--- src/include/ptc_defs.vh ---
// register offsets, field positions and reset values for the trigger unit control block
`ifndef PTC_DEFS_VH
`define PTC_DEFS_VH

`define PTC_ADDR_W          12
`define PTC_OFF_CTRL1       12'h538
`define PTC_OFF_TGT_NS      12'h530
`define PTC_OFF_TGT_S       12'h534
`define PTC_OFF_CMD         12'h540
`define PTC_OFF_STAT        12'h544
`define PTC_OFF_TIME_NS     12'h548
`define PTC_OFF_TIME_S      12'h54c

`define PTC_B_CHAIN_EN      31
`define PTC_B_CHAIN_LAST    30
`define PTC_F_UP_HI         27
`define PTC_F_UP_LO         26
`define PTC_B_FIRE_LATE     25
`define PTC_B_REPORT        24
`define PTC_B_FALL_EDGE     23
`define PTC_CTRL1_MASK      32'hcf800000
`define PTC_CTRL1_RST       32'h00000000

`define PTC_B_CMD_FIRE      0
`define PTC_B_CMD_SRST      1
`define PTC_B_CMD_IEN       2
`define PTC_B_CMD_CLR_DONE  3
`define PTC_B_CMD_CLR_ERR   4

`define PTC_NS_W            30
`define PTC_NS_MASK         32'h3fffffff
`define PTC_ZERO32          32'h00000000

`endif

--- src/design/ptc_time_cmp.v ---
// target time comparator against the system time
`timescale 1ns/1ps
module ptc_time_cmp
(
    input  wire [31:0] tgt_s,
    input  wire [29:0] tgt_ns,
    input  wire [31:0] sys_s,
    input  wire [29:0] sys_ns,
    output wire        reached,
    output wire        late
);
    // -----------------------------------------------------------------
    // compare
    // -----------------------------------------------------------------
    assign late    = (tgt_s < sys_s) || ((tgt_s == sys_s) && (tgt_ns < sys_ns));
    assign reached = late || ((tgt_s == sys_s) && (tgt_ns == sys_ns));
endmodule // ptc_time_cmp

--- src/design/ptc_trigger_ctrl.v ---
// trigger output unit: control word one, cascade start, fire and status
//
// Overview of operation
// bit 31 joins the unit to a cascade
// bit 30 marks unit as chain tail
// no tail anywhere: chain loops until soft reset
// bits 27:26 pick upstream done input
// bit 25 fires at once when late
// bit 24 gates done/error flags and interrupt
// bit 23 drives output on falling edge
// software enables fire only on chain head; the code arms any unit on a fire command
// soft reset returns unit to defaults
// bits 29:28 read zero; controls reset zero
`timescale 1ns/1ps
`include "ptc_defs.vh"
module ptc_trigger_ctrl
(
    input  wire        clk,
    input  wire        rst_b,
    input  wire [11:0] avs_address,
    input  wire        avs_read,
    input  wire        avs_write,
    input  wire [31:0] avs_writedata,
    input  wire [3:0]  avs_byteenable,
    output reg  [31:0] avs_readdata,
    output wire        avs_waitrequest,
    input  wire [31:0] sys_time_s,
    input  wire [29:0] sys_time_ns,
    input  wire [2:0]  upstream_done,
    input  wire        other_tail_set,
    output reg         unit_done_pulse,
    output wire        chain_enable,
    output wire        chain_tail,
    output reg         fire_done_flag,
    output reg         fire_error_flag,
    output wire        unit_irq,
    output wire        unit_active,
    output wire        trig_out,
    output wire        chain_endless
);
    // -----------------------------------------------------------------
    // registers
    // -----------------------------------------------------------------
    reg  [31:0] ctrl1_ff;
    reg  [31:0] tgt_s_ff;
    reg  [29:0] tgt_ns_ff;
    reg         fire_en_ff;
    reg         irq_en_ff;
    reg         ack_ff;
    reg         pend_ff;
    reg         rise_out_ff;
    reg         fall_out_ff;
    reg  [2:0]  up_m_ff;
    reg  [2:0]  up_s_ff;
    reg         other_m_ff;
    reg         other_s_ff;
    wire        reached;
    wire        late;
    wire        req;
    wire        wr_hit;
    wire        soft_rst;
    wire        up_sel_done;
    wire        start;
    wire        fire;
    wire        err;
    wire [31:0] wmask;
    wire [31:0] nxt_tgt_ns;

    function [31:0] lane_mask;
        input [3:0] be;
        begin
            lane_mask = {{8{be[3]}}, {8{be[2]}}, {8{be[1]}}, {8{be[0]}}};
        end
    endfunction

    function [31:0] merge;
        input [31:0] old_v;
        input [31:0] new_v;
        input [31:0] m;
        begin
            merge = (old_v & ~m) | (new_v & m);
        end
    endfunction

    ptc_time_cmp u_cmp
    (
        .tgt_s   (tgt_s_ff),
        .tgt_ns  (tgt_ns_ff),
        .sys_s   (sys_time_s),
        .sys_ns  (sys_time_ns),
        .reached (reached),
        .late    (late)
    );

    // -----------------------------------------------------------------
    // bus slave: one wait cycle, answer on the second edge
    // -----------------------------------------------------------------
    assign req             = avs_read | avs_write;
    assign avs_waitrequest = req & ~ack_ff;
    assign wr_hit          = avs_write & ack_ff;
    assign wmask           = lane_mask(avs_byteenable);
    // top two bits of the word never reach the 30-bit target
    assign nxt_tgt_ns      = merge({2'b00, tgt_ns_ff}, avs_writedata, wmask & `PTC_NS_MASK);
    // soft reset strobe
    assign soft_rst        = wr_hit && (avs_address == `PTC_OFF_CMD) &&
                             avs_byteenable[0] && avs_writedata[`PTC_B_CMD_SRST];

    always @(posedge clk or negedge rst_b)
    begin
        if (!rst_b)
            ack_ff <= 1'b0;
        else
            ack_ff <= req & ~ack_ff;
    end

    // -----------------------------------------------------------------
    // upstream done inputs come from other logic domains: synchronise
    // -----------------------------------------------------------------
    always @(posedge clk or negedge rst_b)
    begin
        if (!rst_b)
        begin
            up_m_ff    <= 3'h0;
            up_s_ff    <= 3'h0;
            other_m_ff <= 1'b0;
            other_s_ff <= 1'b0;
        end
        else
        begin
            up_m_ff    <= upstream_done;
            up_s_ff    <= up_m_ff;
            other_m_ff <= other_tail_set;
            other_s_ff <= other_m_ff;
        end
    end

    // cascade membership
    assign chain_enable  = ctrl1_ff[`PTC_B_CHAIN_EN];
    // tail marker
    assign chain_tail    = chain_enable & ctrl1_ff[`PTC_B_CHAIN_LAST];
    // endless loop when no unit is the tail
    assign chain_endless = chain_enable & ~ctrl1_ff[`PTC_B_CHAIN_LAST] & ~other_s_ff;
    // code 0 selects nothing, 1..3 an upstream unit
    assign up_sel_done   = (ctrl1_ff[`PTC_F_UP_HI:`PTC_F_UP_LO] == 2'h0) ? 1'b0 :
                           up_s_ff[ctrl1_ff[`PTC_F_UP_HI:`PTC_F_UP_LO] - 2'h1];
    // any unit armed by software, chain members also by upstream done
    assign start         = chain_enable & up_sel_done & ~pend_ff;
    // late target fires now only with fire-if-late
    assign fire          = pend_ff & (ctrl1_ff[`PTC_B_FIRE_LATE] ? reached : (reached & ~late));
    // a missed target without fire-if-late is an error
    assign err           = pend_ff & late & ~ctrl1_ff[`PTC_B_FIRE_LATE];
    assign unit_active   = pend_ff;
    // interrupt gated by report bit and enable
    assign unit_irq      = ctrl1_ff[`PTC_B_REPORT] & irq_en_ff & (fire_done_flag | fire_error_flag);

    // -----------------------------------------------------------------
    // control registers
    // -----------------------------------------------------------------
    always @(posedge clk or negedge rst_b)
    begin
        if (!rst_b)
        begin
            ctrl1_ff   <= `PTC_CTRL1_RST;
            tgt_s_ff   <= `PTC_ZERO32;
            tgt_ns_ff  <= 30'h0;
            irq_en_ff  <= 1'b0;
        end
        // unit back to defaults
        else if (soft_rst)
        begin
            ctrl1_ff   <= `PTC_CTRL1_RST;
            tgt_s_ff   <= `PTC_ZERO32;
            tgt_ns_ff  <= 30'h0;
            irq_en_ff  <= 1'b0;
        end
        else if (wr_hit)
        begin
            // reserved bits never stored
            if (avs_address == `PTC_OFF_CTRL1)
                ctrl1_ff <= merge(ctrl1_ff, avs_writedata, wmask & `PTC_CTRL1_MASK);
            if (avs_address == `PTC_OFF_TGT_S)
                tgt_s_ff <= merge(tgt_s_ff, avs_writedata, wmask);
            if (avs_address == `PTC_OFF_TGT_NS)
                tgt_ns_ff <= nxt_tgt_ns[`PTC_NS_W-1:0];
            if ((avs_address == `PTC_OFF_CMD) && avs_byteenable[0])
                irq_en_ff <= avs_writedata[`PTC_B_CMD_IEN];
        end
    end

    // -----------------------------------------------------------------
    // arm, fire, flags; a flag set beats a same-cycle clear, a pend clear beats a same-cycle arm
    // -----------------------------------------------------------------
    always @(posedge clk or negedge rst_b)
    begin
        if (!rst_b)
        begin
            pend_ff         <= 1'b0;
            fire_en_ff      <= 1'b0;
            unit_done_pulse <= 1'b0;
            fire_done_flag  <= 1'b0;
            fire_error_flag <= 1'b0;
            rise_out_ff     <= 1'b0;
        end
        else if (soft_rst)
        begin
            pend_ff         <= 1'b0;
            fire_en_ff      <= 1'b0;
            unit_done_pulse <= 1'b0;
            fire_done_flag  <= 1'b0;
            fire_error_flag <= 1'b0;
            rise_out_ff     <= 1'b0;
        end
        else
        begin
            fire_en_ff      <= 1'b0;
            if (wr_hit && (avs_address == `PTC_OFF_CMD) && avs_byteenable[0])
            begin
                fire_en_ff <= avs_writedata[`PTC_B_CMD_FIRE];
                if (avs_writedata[`PTC_B_CMD_CLR_DONE])
                    fire_done_flag <= 1'b0;
                if (avs_writedata[`PTC_B_CMD_CLR_ERR])
                    fire_error_flag <= 1'b0;
            end
            if (fire_en_ff | start)
                pend_ff <= 1'b1;
            if (fire | err)
                pend_ff <= 1'b0;
            unit_done_pulse <= fire;
            if (fire)
                rise_out_ff <= ~rise_out_ff;
            // flags reported only with report bit
            if (fire && ctrl1_ff[`PTC_B_REPORT])
                fire_done_flag <= 1'b1;
            if (err && ctrl1_ff[`PTC_B_REPORT])
                fire_error_flag <= 1'b1;
        end
    end

    // falling-edge copy of the output
    always @(negedge clk or negedge rst_b)
    begin
        if (!rst_b)
            fall_out_ff <= 1'b0;
        else
            fall_out_ff <= rise_out_ff;
    end
    // edge select
    assign trig_out = ctrl1_ff[`PTC_B_FALL_EDGE] ? fall_out_ff : rise_out_ff;

    // -----------------------------------------------------------------
    // read data, held in a flop; unmapped reads give zero
    // -----------------------------------------------------------------
    always @(posedge clk or negedge rst_b)
    begin
        if (!rst_b)
            avs_readdata <= `PTC_ZERO32;
        else if (avs_read & ~ack_ff)
        begin
            case (avs_address)
                `PTC_OFF_CTRL1:   avs_readdata <= ctrl1_ff;
                `PTC_OFF_TGT_S:   avs_readdata <= tgt_s_ff;
                `PTC_OFF_TGT_NS:  avs_readdata <= {2'b00, tgt_ns_ff};
                `PTC_OFF_CMD:     avs_readdata <= {29'h0, irq_en_ff, 2'b00};
                `PTC_OFF_STAT:    avs_readdata <= {26'h0, chain_endless, trig_out, unit_irq,
                                                   fire_error_flag, fire_done_flag, pend_ff};
                `PTC_OFF_TIME_S:  avs_readdata <= sys_time_s;
                `PTC_OFF_TIME_NS: avs_readdata <= {2'b00, sys_time_ns};
                default:          avs_readdata <= `PTC_ZERO32;
            endcase
        end
    end
endmodule // ptc_trigger_ctrl

--- config.mk ---
export PLATFORM = sky130hd
export DESIGN_NAME = ptc_trigger_ctrl
export DESIGN_NICKNAME = d
export VERILOG_FILES = /design/src/design/ptc_time_cmp.v /design/src/design/ptc_trigger_ctrl.v
export VERILOG_INCLUDE_DIRS = /design/src /design/src/include
export SDC_FILE = /design/constraint.sdc
export NUM_CORES = 1
export LEC_CHECK = 0
export ABC_CLOCK_PERIOD_IN_PS = 5100
export BUFFER_PORTS_ARGS = -buffer_cell sky130_fd_sc_hd__buf_2
export CAP_MARGIN = 25
export CORE_ASPECT_RATIO = 0.7
export CORE_MARGIN = 5
export CORE_UTILIZATION = 30
export CTS_CLUSTER_SIZE = 28
export DETAILED_ROUTE_END_ITERATION = 8
export GPL_ROUTABILITY_DRIVEN = 0
export REMOVE_ABC_BUFFERS = 1
export SLEW_MARGIN = 20
export SYNTH_ARGS = -nofsm -noshare
export SYNTH_HDL_FRONTEND = slang
export SYNTH_SLANG_ARGS = --single-unit
--- constraint.sdc ---
create_clock -name clk -period 5.1 [get_ports clk]
set_clock_uncertainty 0.2 [all_clocks]
set_input_delay 0.765 -clock clk [delete_from_list [all_inputs] [get_ports clk]]
set_output_delay 0.765 -clock clk [all_outputs]
set_load 0.02 [all_outputs]
-- After elaboration in Yosys (flattened, before gate mapping)
Cells that the tools add are included.
- logic and storage cells: 129
- input port bits: 118
- output and inout bits: 42
- bits in registers: 143
- equal/unequal tests: 9
- $lt $le $gt $ge: 3
- add/subtract/negate cells: 1
- muxes and demuxes: 34
- reductions and logical operators: 28
- bitwise gates (word level): 37
- operators by type and width (cell ; count):
    $pmux W32 S7 ; 1
    $mux W32 ; 6
    $and A32 B32 Y32 ; 4
    $mux W30 ; 3
    $eq A12 B11 Y1 const B ; 7
    $not A32 Y32 ; 2
    $or A32 B32 Y32 ; 2
    $and A30 B30 Y30 ; 2
    $eq A32 B32 Y1 ; 1
    $lt A32 B32 Y1 ; 1
    $eq A30 B30 Y1 ; 1
    $lt A30 B30 Y1 ; 1
    $not A30 Y30 ; 1
    $or A30 B30 Y30 ; 1
    $mux W1 ; 23
    $reduce_bool A3 Y1 ; 5
    $and A1 B1 Y1 ; 14
    $reduce_and A2 Y1 ; 6
    $reduce_bool A2 Y1 ; 6
    $logic_and A1 B1 Y1 ; 8
    $not A1 Y1 ; 7
    $or A1 B1 Y1 ; 4
    $lt A2 B3 Y1 const B ; 1
    $bmux W1 S2 ; 1
    3 further kinds ; 4

-- Logic depth before layout (Yosys ltp)
Gate-level depths: netlist of run 1.
- word-level depth: 10
- depth in mapped cells: 10

-- Hierarchy
Synthesis of run 1 repeated with hierarchy kept, for this count alone.
- cells, all modules: 727
- area total of the unflattened synthesis: 7287.0 um^2
- modules (own cells, without submodules) (module ; cells an instance ; times used ; area each (um^2)):
    ptc_trigger_ctrl ; 511 ; 1 ; 5686.7
    ptc_time_cmp ; 216 ; 1 ; 1600.3

==> results by group, run 1 <==
STA
  – Final Max Slew Viols: 0
  – Fin. Hold Viols: 0
  – Slew headroom: 44.51%
  – # setup viols final: 0
  – Unrepaired setup endpoints after global routing: no
  – Hold_ws: 0.1478 ns
  – Worst-Margin Slew: 0.8324 ns
  – Fin Setup TNS: 0 ns
  – Final setup margin: 0.4225 ns

Routing
  – DRC: 0
  – DR iter-0 viols: 626
  – Via count: 6637
  – Number of detailed-route iterations in the first pass: 5
  – Post-Route WL: 25040 um
  – Antenna-violating nets left: 0
  – Drt via density: 5.098
  – Per-cell routed wire length: 19.23 um

Cells and area
  – Util after Layout: 37.68%
  – Design Area, Final: 0.008930 mm^2
  – Most common cell after layout, fill and taps aside: buf_2
  – Layout Nets: 1152
  – Area occupied by multi-input gates: 0.003841 mm^2
  – Commonest non-fill, non-tap cells in the layout: buf_2 (158), nand2_1 (154), dfrtp_1 (117)
  – Area delta synth->final: 23.43%
  – Filler Cells Inserted: 2458
  – Layout cell share with drive strength beyond 1: 22.66%
  – Register area: 0.002953 mm^2
  – # diodes: 0
  – Finished Layout Cells: 1302

Synth
  – Compound-Gate Fraction of Synth Area: 17.07%
  – Mux cell area share after synthesis: 6.641%
  – EDFF count, synth: 0
  – Ys async rst share: 100.0%
  – Post-Synth XOR/XNOR Area: 0%
  – Yosys Warn Count: 0
  – Post-synthesis sequential area ratio: 40.82%
  – Post-synth cell types: 59
  – Simple-gate area share of the yosys netlist: 18.47%
  – Largest family of logic cells by synthesized area: simple AND/OR/NAND/NOR gates
  – Synth Area in Adders: 10.90%
  – Post-synth design cell area: 0.007234 mm^2
  – Main flop type after synthesis: dfrtp_1
  – Register bit total from synthesis: 118
  – Synth Instances: 822
  – Synth Area per Inst: 8.801 um^2

Min path
  – Hold Crit Class: reg2reg

Outcome
  – Outcome: complete, no violations

Clock network
  – Clock slew seen by the registers of the worst setup and hold paths: 0.05 ns
  – Hold_buf cts: 0
  – CTS root buffer: clkbuf_16
  – Sink Count: 118
  – CTS tree: yes
  – Htree depth: 4
  – Total CTS buffers: 17
  – Clk Latency, worst-skew pair: 0.42 ns
  – CTS resizes: 0
  – Post-CTS Setup Inserts: 0
  – Clock Path Buffers: 2

Global routing
  – Initial antenna violation count: 6
  – Grt met3 use: 5.329%
  – Vias in the first global route: 6726
  – Total congestion overflow: 0
  – Grt met1 use: 26.89%
  – GRT Util Overall: 18.28%
  – Largest net degree at the start of global routing: 63
  – First-pass GRT wire length: 38840 um
  – Grt met2 use: 26.78%
  – GR peak layer: met1

Critical path
  – CP Data Required Time: 4.14 ns
  – Worst path arrival time: 3.71 ns
  – Crit path max fanout: 2
  – Critical path endpoint category: output pin
  – CP startpoint kind: flip-flop
  – Worst setup path category: reg2out

Place
  – Port Buffer Count: 159
  – Dpl ws: 0.8467 ns
  – HPWL after detailed placement: 18770 um
  – Cell Area, Placed: 0.008359 mm^2
  – Dpl cells: 1270

Pwr
  – Post-layout power: 2.305 mW
  – Leakage power: 4.527 nW
  – Max IR drop VDD: 0.0002311 V
  – PD cells: 258.1 mW/mm^2

Floorplan
  – Die height: 139.9 um
  – Die width: 195.6 um
  – CORE AREA: 0.02370 mm^2
  – Initial Utilization: 30.53%
  – Die area: 0.02737 mm^2
  – Rows: 47
  – I/O pin count: 160

Job
  – Max-Cap Viols: 0
-- power breakdown --
part	internal (mW)	leakage (nW)	switching (mW)
clock	0.747	0.282	0.433
combinational	0.0648	2.62	0.116
sequential	0.942	1.62	0.00199
-- critical path, cell delays in order (launching register included) --
cell	delay, ns
dfrtn_1	0.33
mux2_2	0.27
buf_2	0.17
-- synth_stat cells, types with 2 or more instances --
library cell	count	share of area [%]
a21boi_0	2	0.21
nor3_1	2	0.14
a21o_1	11	1.1
mux2_2	10	1.6
a222oi_1	11	1.5
a221oi_1	11	1.3
buf_2	20	1.4
a21oi_1	93	6.4
and2_1	6	0.52
dfrtp_1	117	40
nor2b_1	3	0.26
a2bb2oi_1	2	0.24
buf_1	4	0.21
o21ai_0	42	2.9
nor3b_1	2	0.21
o22a_1	5	0.61
and2_0	2	0.17
a32oi_1	2	0.24
nand2_1	154	8.0
nand2b_1	4	0.35
mux2i_1	33	4.6
o31a_1	2	0.24
nor2_1	37	1.9
o211a_1	2	0.28
ha_1	63	11
nand4_1	12	1.0
a211oi_1	3	0.31
nor4_1	2	0.17
or2_2	2	0.17
nand3_1	45	3.1
nor3_4	2	0.45
inv_1	69	3.6
clkbuf_1	18	0.93
and4_1	4	0.48
-- worst paths after layout --
check	start	endpoint	slack, ns	depth (start not counted)
hold / removal	up_m_ff[2]	up_s_ff[2]	0.15	0
min in group asynchronous	rst_b	avs_readdata[26]	0.33	2
max in group asynchronous	rst_b	fall_out_ff	2.18	1
setup reg to reg	fall_out_ff	avs_readdata[4]	1.08	6
setup / recovery	fall_out_ff	trig_out	0.42	2
hold reg to reg	up_m_ff[2]	up_s_ff[2]	0.15	0
-- sequential cells by signal, indices dropped and copies added, names as in the netlist, 3 cells and up --
signal        count
avs_readdata     32
tgt_s_ff         32
tgt_ns_ff        30
ctrl1_ff          7
up_m_ff           3
up_s_ff           3
-- routing by layer --
layer | vias up | share of wire [%]
li1 | 3188 | -
met5 | - | 0.23
met4 | 12 | 1.1
met1 | 3155 | 48
met3 | 37 | 8.3
met2 | 245 | 42
-- cell type report --
class / count / area share, %
multi-input combinational: 593 / 43.02
timing repair buffer: 172 / 10.17
tap: 318 / 4.456
sequential: 118 / 33.07
inverter: 69 / 2.900
clock buffer: 29 / 5.941
clock inverter: 3 / 0.4484
-- cell families after synthesis --
| kind of cell | Yosys count |
|---|---|
| flops | 118 |
| mux | 45 |
| simple gates | 288 |
| buf+inv | 111 |
| fa+ha+maj | 63 |
| compound gates | 197 |
Power figures use the tool's default switching activity.
==> inputs of run 2 (changes only) <==
ABC_CLOCK_PERIOD_IN_PS = 4800   (was 5100)
clock period = 4.8 ns   (was 5.1 ns; I/O delays follow)
==> run 2 against run 1 <==
Design area increased by 0.46%. Sequential power up 6%. Combinational power up 8%. Routed wire length increased by 2.7%. Clock power up 14%. Global-route usage rose by 0.44 points. Core utilization increased by 0.17 points. Non-clock buffer count up 1. Power up 10%. Setup slack got worse by 0.095 ns. Largest power group unchanged.
==> results by group, run 2 (synthesis results as in run 1) <==
Clock network
  – Sink Count: 118
  – Htree depth: 4
  – Clock slew seen by the registers of the worst setup and hold paths: 0.05 ns
  – Hold_buf cts: 0
  – Clk Latency, worst-skew pair: 0.43 ns
  – Post-CTS Setup Inserts: 0
  – CTS root buffer: clkbuf_16
  – Clock Path Buffers: 2
  – Total CTS buffers: 17
  – CTS tree: yes
  – CTS resizes: 0

Critical path
  – Worst path arrival time: 3.55 ns
  – R2r setup slk: 0.94 ns
  – Critical path endpoint category: output pin
  – Slowest cell delay on critical path: 0.32 ns
  – CP startpoint kind: flip-flop
  – Critical path's slowest cell: dfrtn_1
  – CP Data Required Time: 3.88 ns
  – Worst setup path category: reg2out
  – FF-to-FF Start: fall_out_ff
  – R2R depth: 6
  – R2r endpoint: avs_readdata[4]
  – CP Cell Sequence: mux2_2 -> buf_2
  – Crit path max fanout: 2

Place
  – HPWL after detailed placement: 19020 um
  – Dpl ws: 0.7386 ns
  – Port Buffer Count: 159

Global routing
  – Grt met1 use: 27.28%
  – GR peak layer: met1
  – Initial antenna violation count: 5
  – Largest net degree at the start of global routing: 54
  – GRT Util Overall: 18.72%
  – Vias in the first global route: 6748
  – Grt met3 use: 6.121%
  – Total congestion overflow: 0
  – Grt met2 use: 27.18%
  – First-pass GRT wire length: 39750 um

Routing
  – Via count: 6814
  – DRC: 0
  – Drt via density: 5.221
  – Number of detailed-route iterations in the first pass: 5
  – Post-Route WL: 25720 um
  – Antenna-violating nets left: 0
  – DR iter-0 viols: 619
  – Per-cell routed wire length: 19.71 um

Floorplan
  – Die width: 195.6 um
  – I/O pin count: 160
  – Die area: 0.02737 mm^2
  – Initial Utilization: 30.53%
  – Die height: 139.9 um
  – Rows: 47
  – CORE AREA: 0.02370 mm^2

Cells and area
  – Area delta synth->final: 24.01%
  – Layout Nets: 1153
  – Area occupied by multi-input gates: 0.003841 mm^2
  – Filler Cells Inserted: 2447
  – Commonest non-fill, non-tap cells in the layout: buf_2 (158), nand2_1 (154), dfrtp_1 (117)
  – Register area: 0.002953 mm^2
  – Most common cell after layout, fill and taps aside: buf_2
  – Layout cell share with drive strength beyond 1: 23.05%
  – Largest registers: avs_readdata (32), tgt_s_ff (32), tgt_ns_ff (30)

STA
  – Unrepaired setup endpoints after global routing: no
  – Worst-Margin Slew: 0.7138 ns
  – # setup viols final: 0
  – Final setup margin: 0.3273 ns
  – Final Max Slew Viols: 0
  – Fin. Hold Viols: 0
  – Fin Setup TNS: 0 ns
  – Slew headroom: 52.41%

Pwr
  – Max IR drop VDD: 0.0002445 V
  – PD cells: 282.9 mW/mm^2
  – Leakage power: 4.544 nW

Job
  – Max-Cap Viols: 0

Min path
  – Hold Crit Class: in2async

Outcome
  – Outcome: complete, no violations
[run 2: cell types whose count changed in the layout (fill, tap and decap cells not counted)]
cell        delta
clkbuf_1       -3
buf_4          +2
bufinv_16      +2
clkbuf_8       -2
clkinvlp_4     +2
diode_2        +2
buf_12         -1
clkinv_2       +1
[run 2: critical path: cells and delay by family, from the launching register on]
family / cells / cell delay, ns
buffers and inverters: 1 / 0.17
muxes: 1 / 0.27
DFF: 1 / 0.32
[run 2: how the worst max path moves through the flow]
stage                     cells after the start  slack [ns]             from          end
final                                         2        0.33      fall_out_ff     trig_out
after global routing                          2        0.30      fall_out_ff     trig_out
after CTS                                     2        0.32      fall_out_ff     trig_out
after detailed placement                      2        0.74      fall_out_ff     trig_out
after global placement                        2        0.75      fall_out_ff     trig_out
after floorplan                               7        0.86  avs_address[11]  rise_out_ff
[run 2: per-layer routing]
layer / wire (um) / vias to the layer above
met3: 2225 / 28
li1: - / 3201
met2: 10930 / 265
met4: 230 / 8
met1: 12280 / 3312
met5: 51 / -
[run 2: where the power goes]
| group | internal [mW] | switching [mW] | total (mW) |
|---|---|---|---|
| sequential | 1.00 | 0.00212 | 1.00 |
| clock | 0.869 | 0.472 | 1.34 |
| combinational | 0.0691 | 0.125 | 0.194 |
[run 2: layout make-up]
type	count	share of cell area, %
Tap cell	318	4.435
Antenna cell	2	0.05579
Inverter	69	2.887
Sequential cell	118	32.91
Clock buffer	24	5.481
Timing Repair Buffer	173	10.07
Multi-Input combinational cell	593	42.82
Clock inverter	8	1.339
[run 2: per-stage QoR]
step / utilization [%] / hold WS (ns) / instance area [um^2] / std cells / power [mW]
after floorplan: - / 0.1312 / 7052 / 780 / 1.080
after global placement: 35.25 / 0.1350 / 8354 / 1271 / 1.211
after detailed placement: 35.25 / 0.1372 / 8354 / 1271 / 1.212
after CTS: 37.83 / 0.01791 / 8966 / 1303 / 2.556
after global routing: 37.84 / 0.03119 / 8969 / 1304 / 2.624
final: 37.85 / 0.02184 / 8971 / 1305 / 2.538
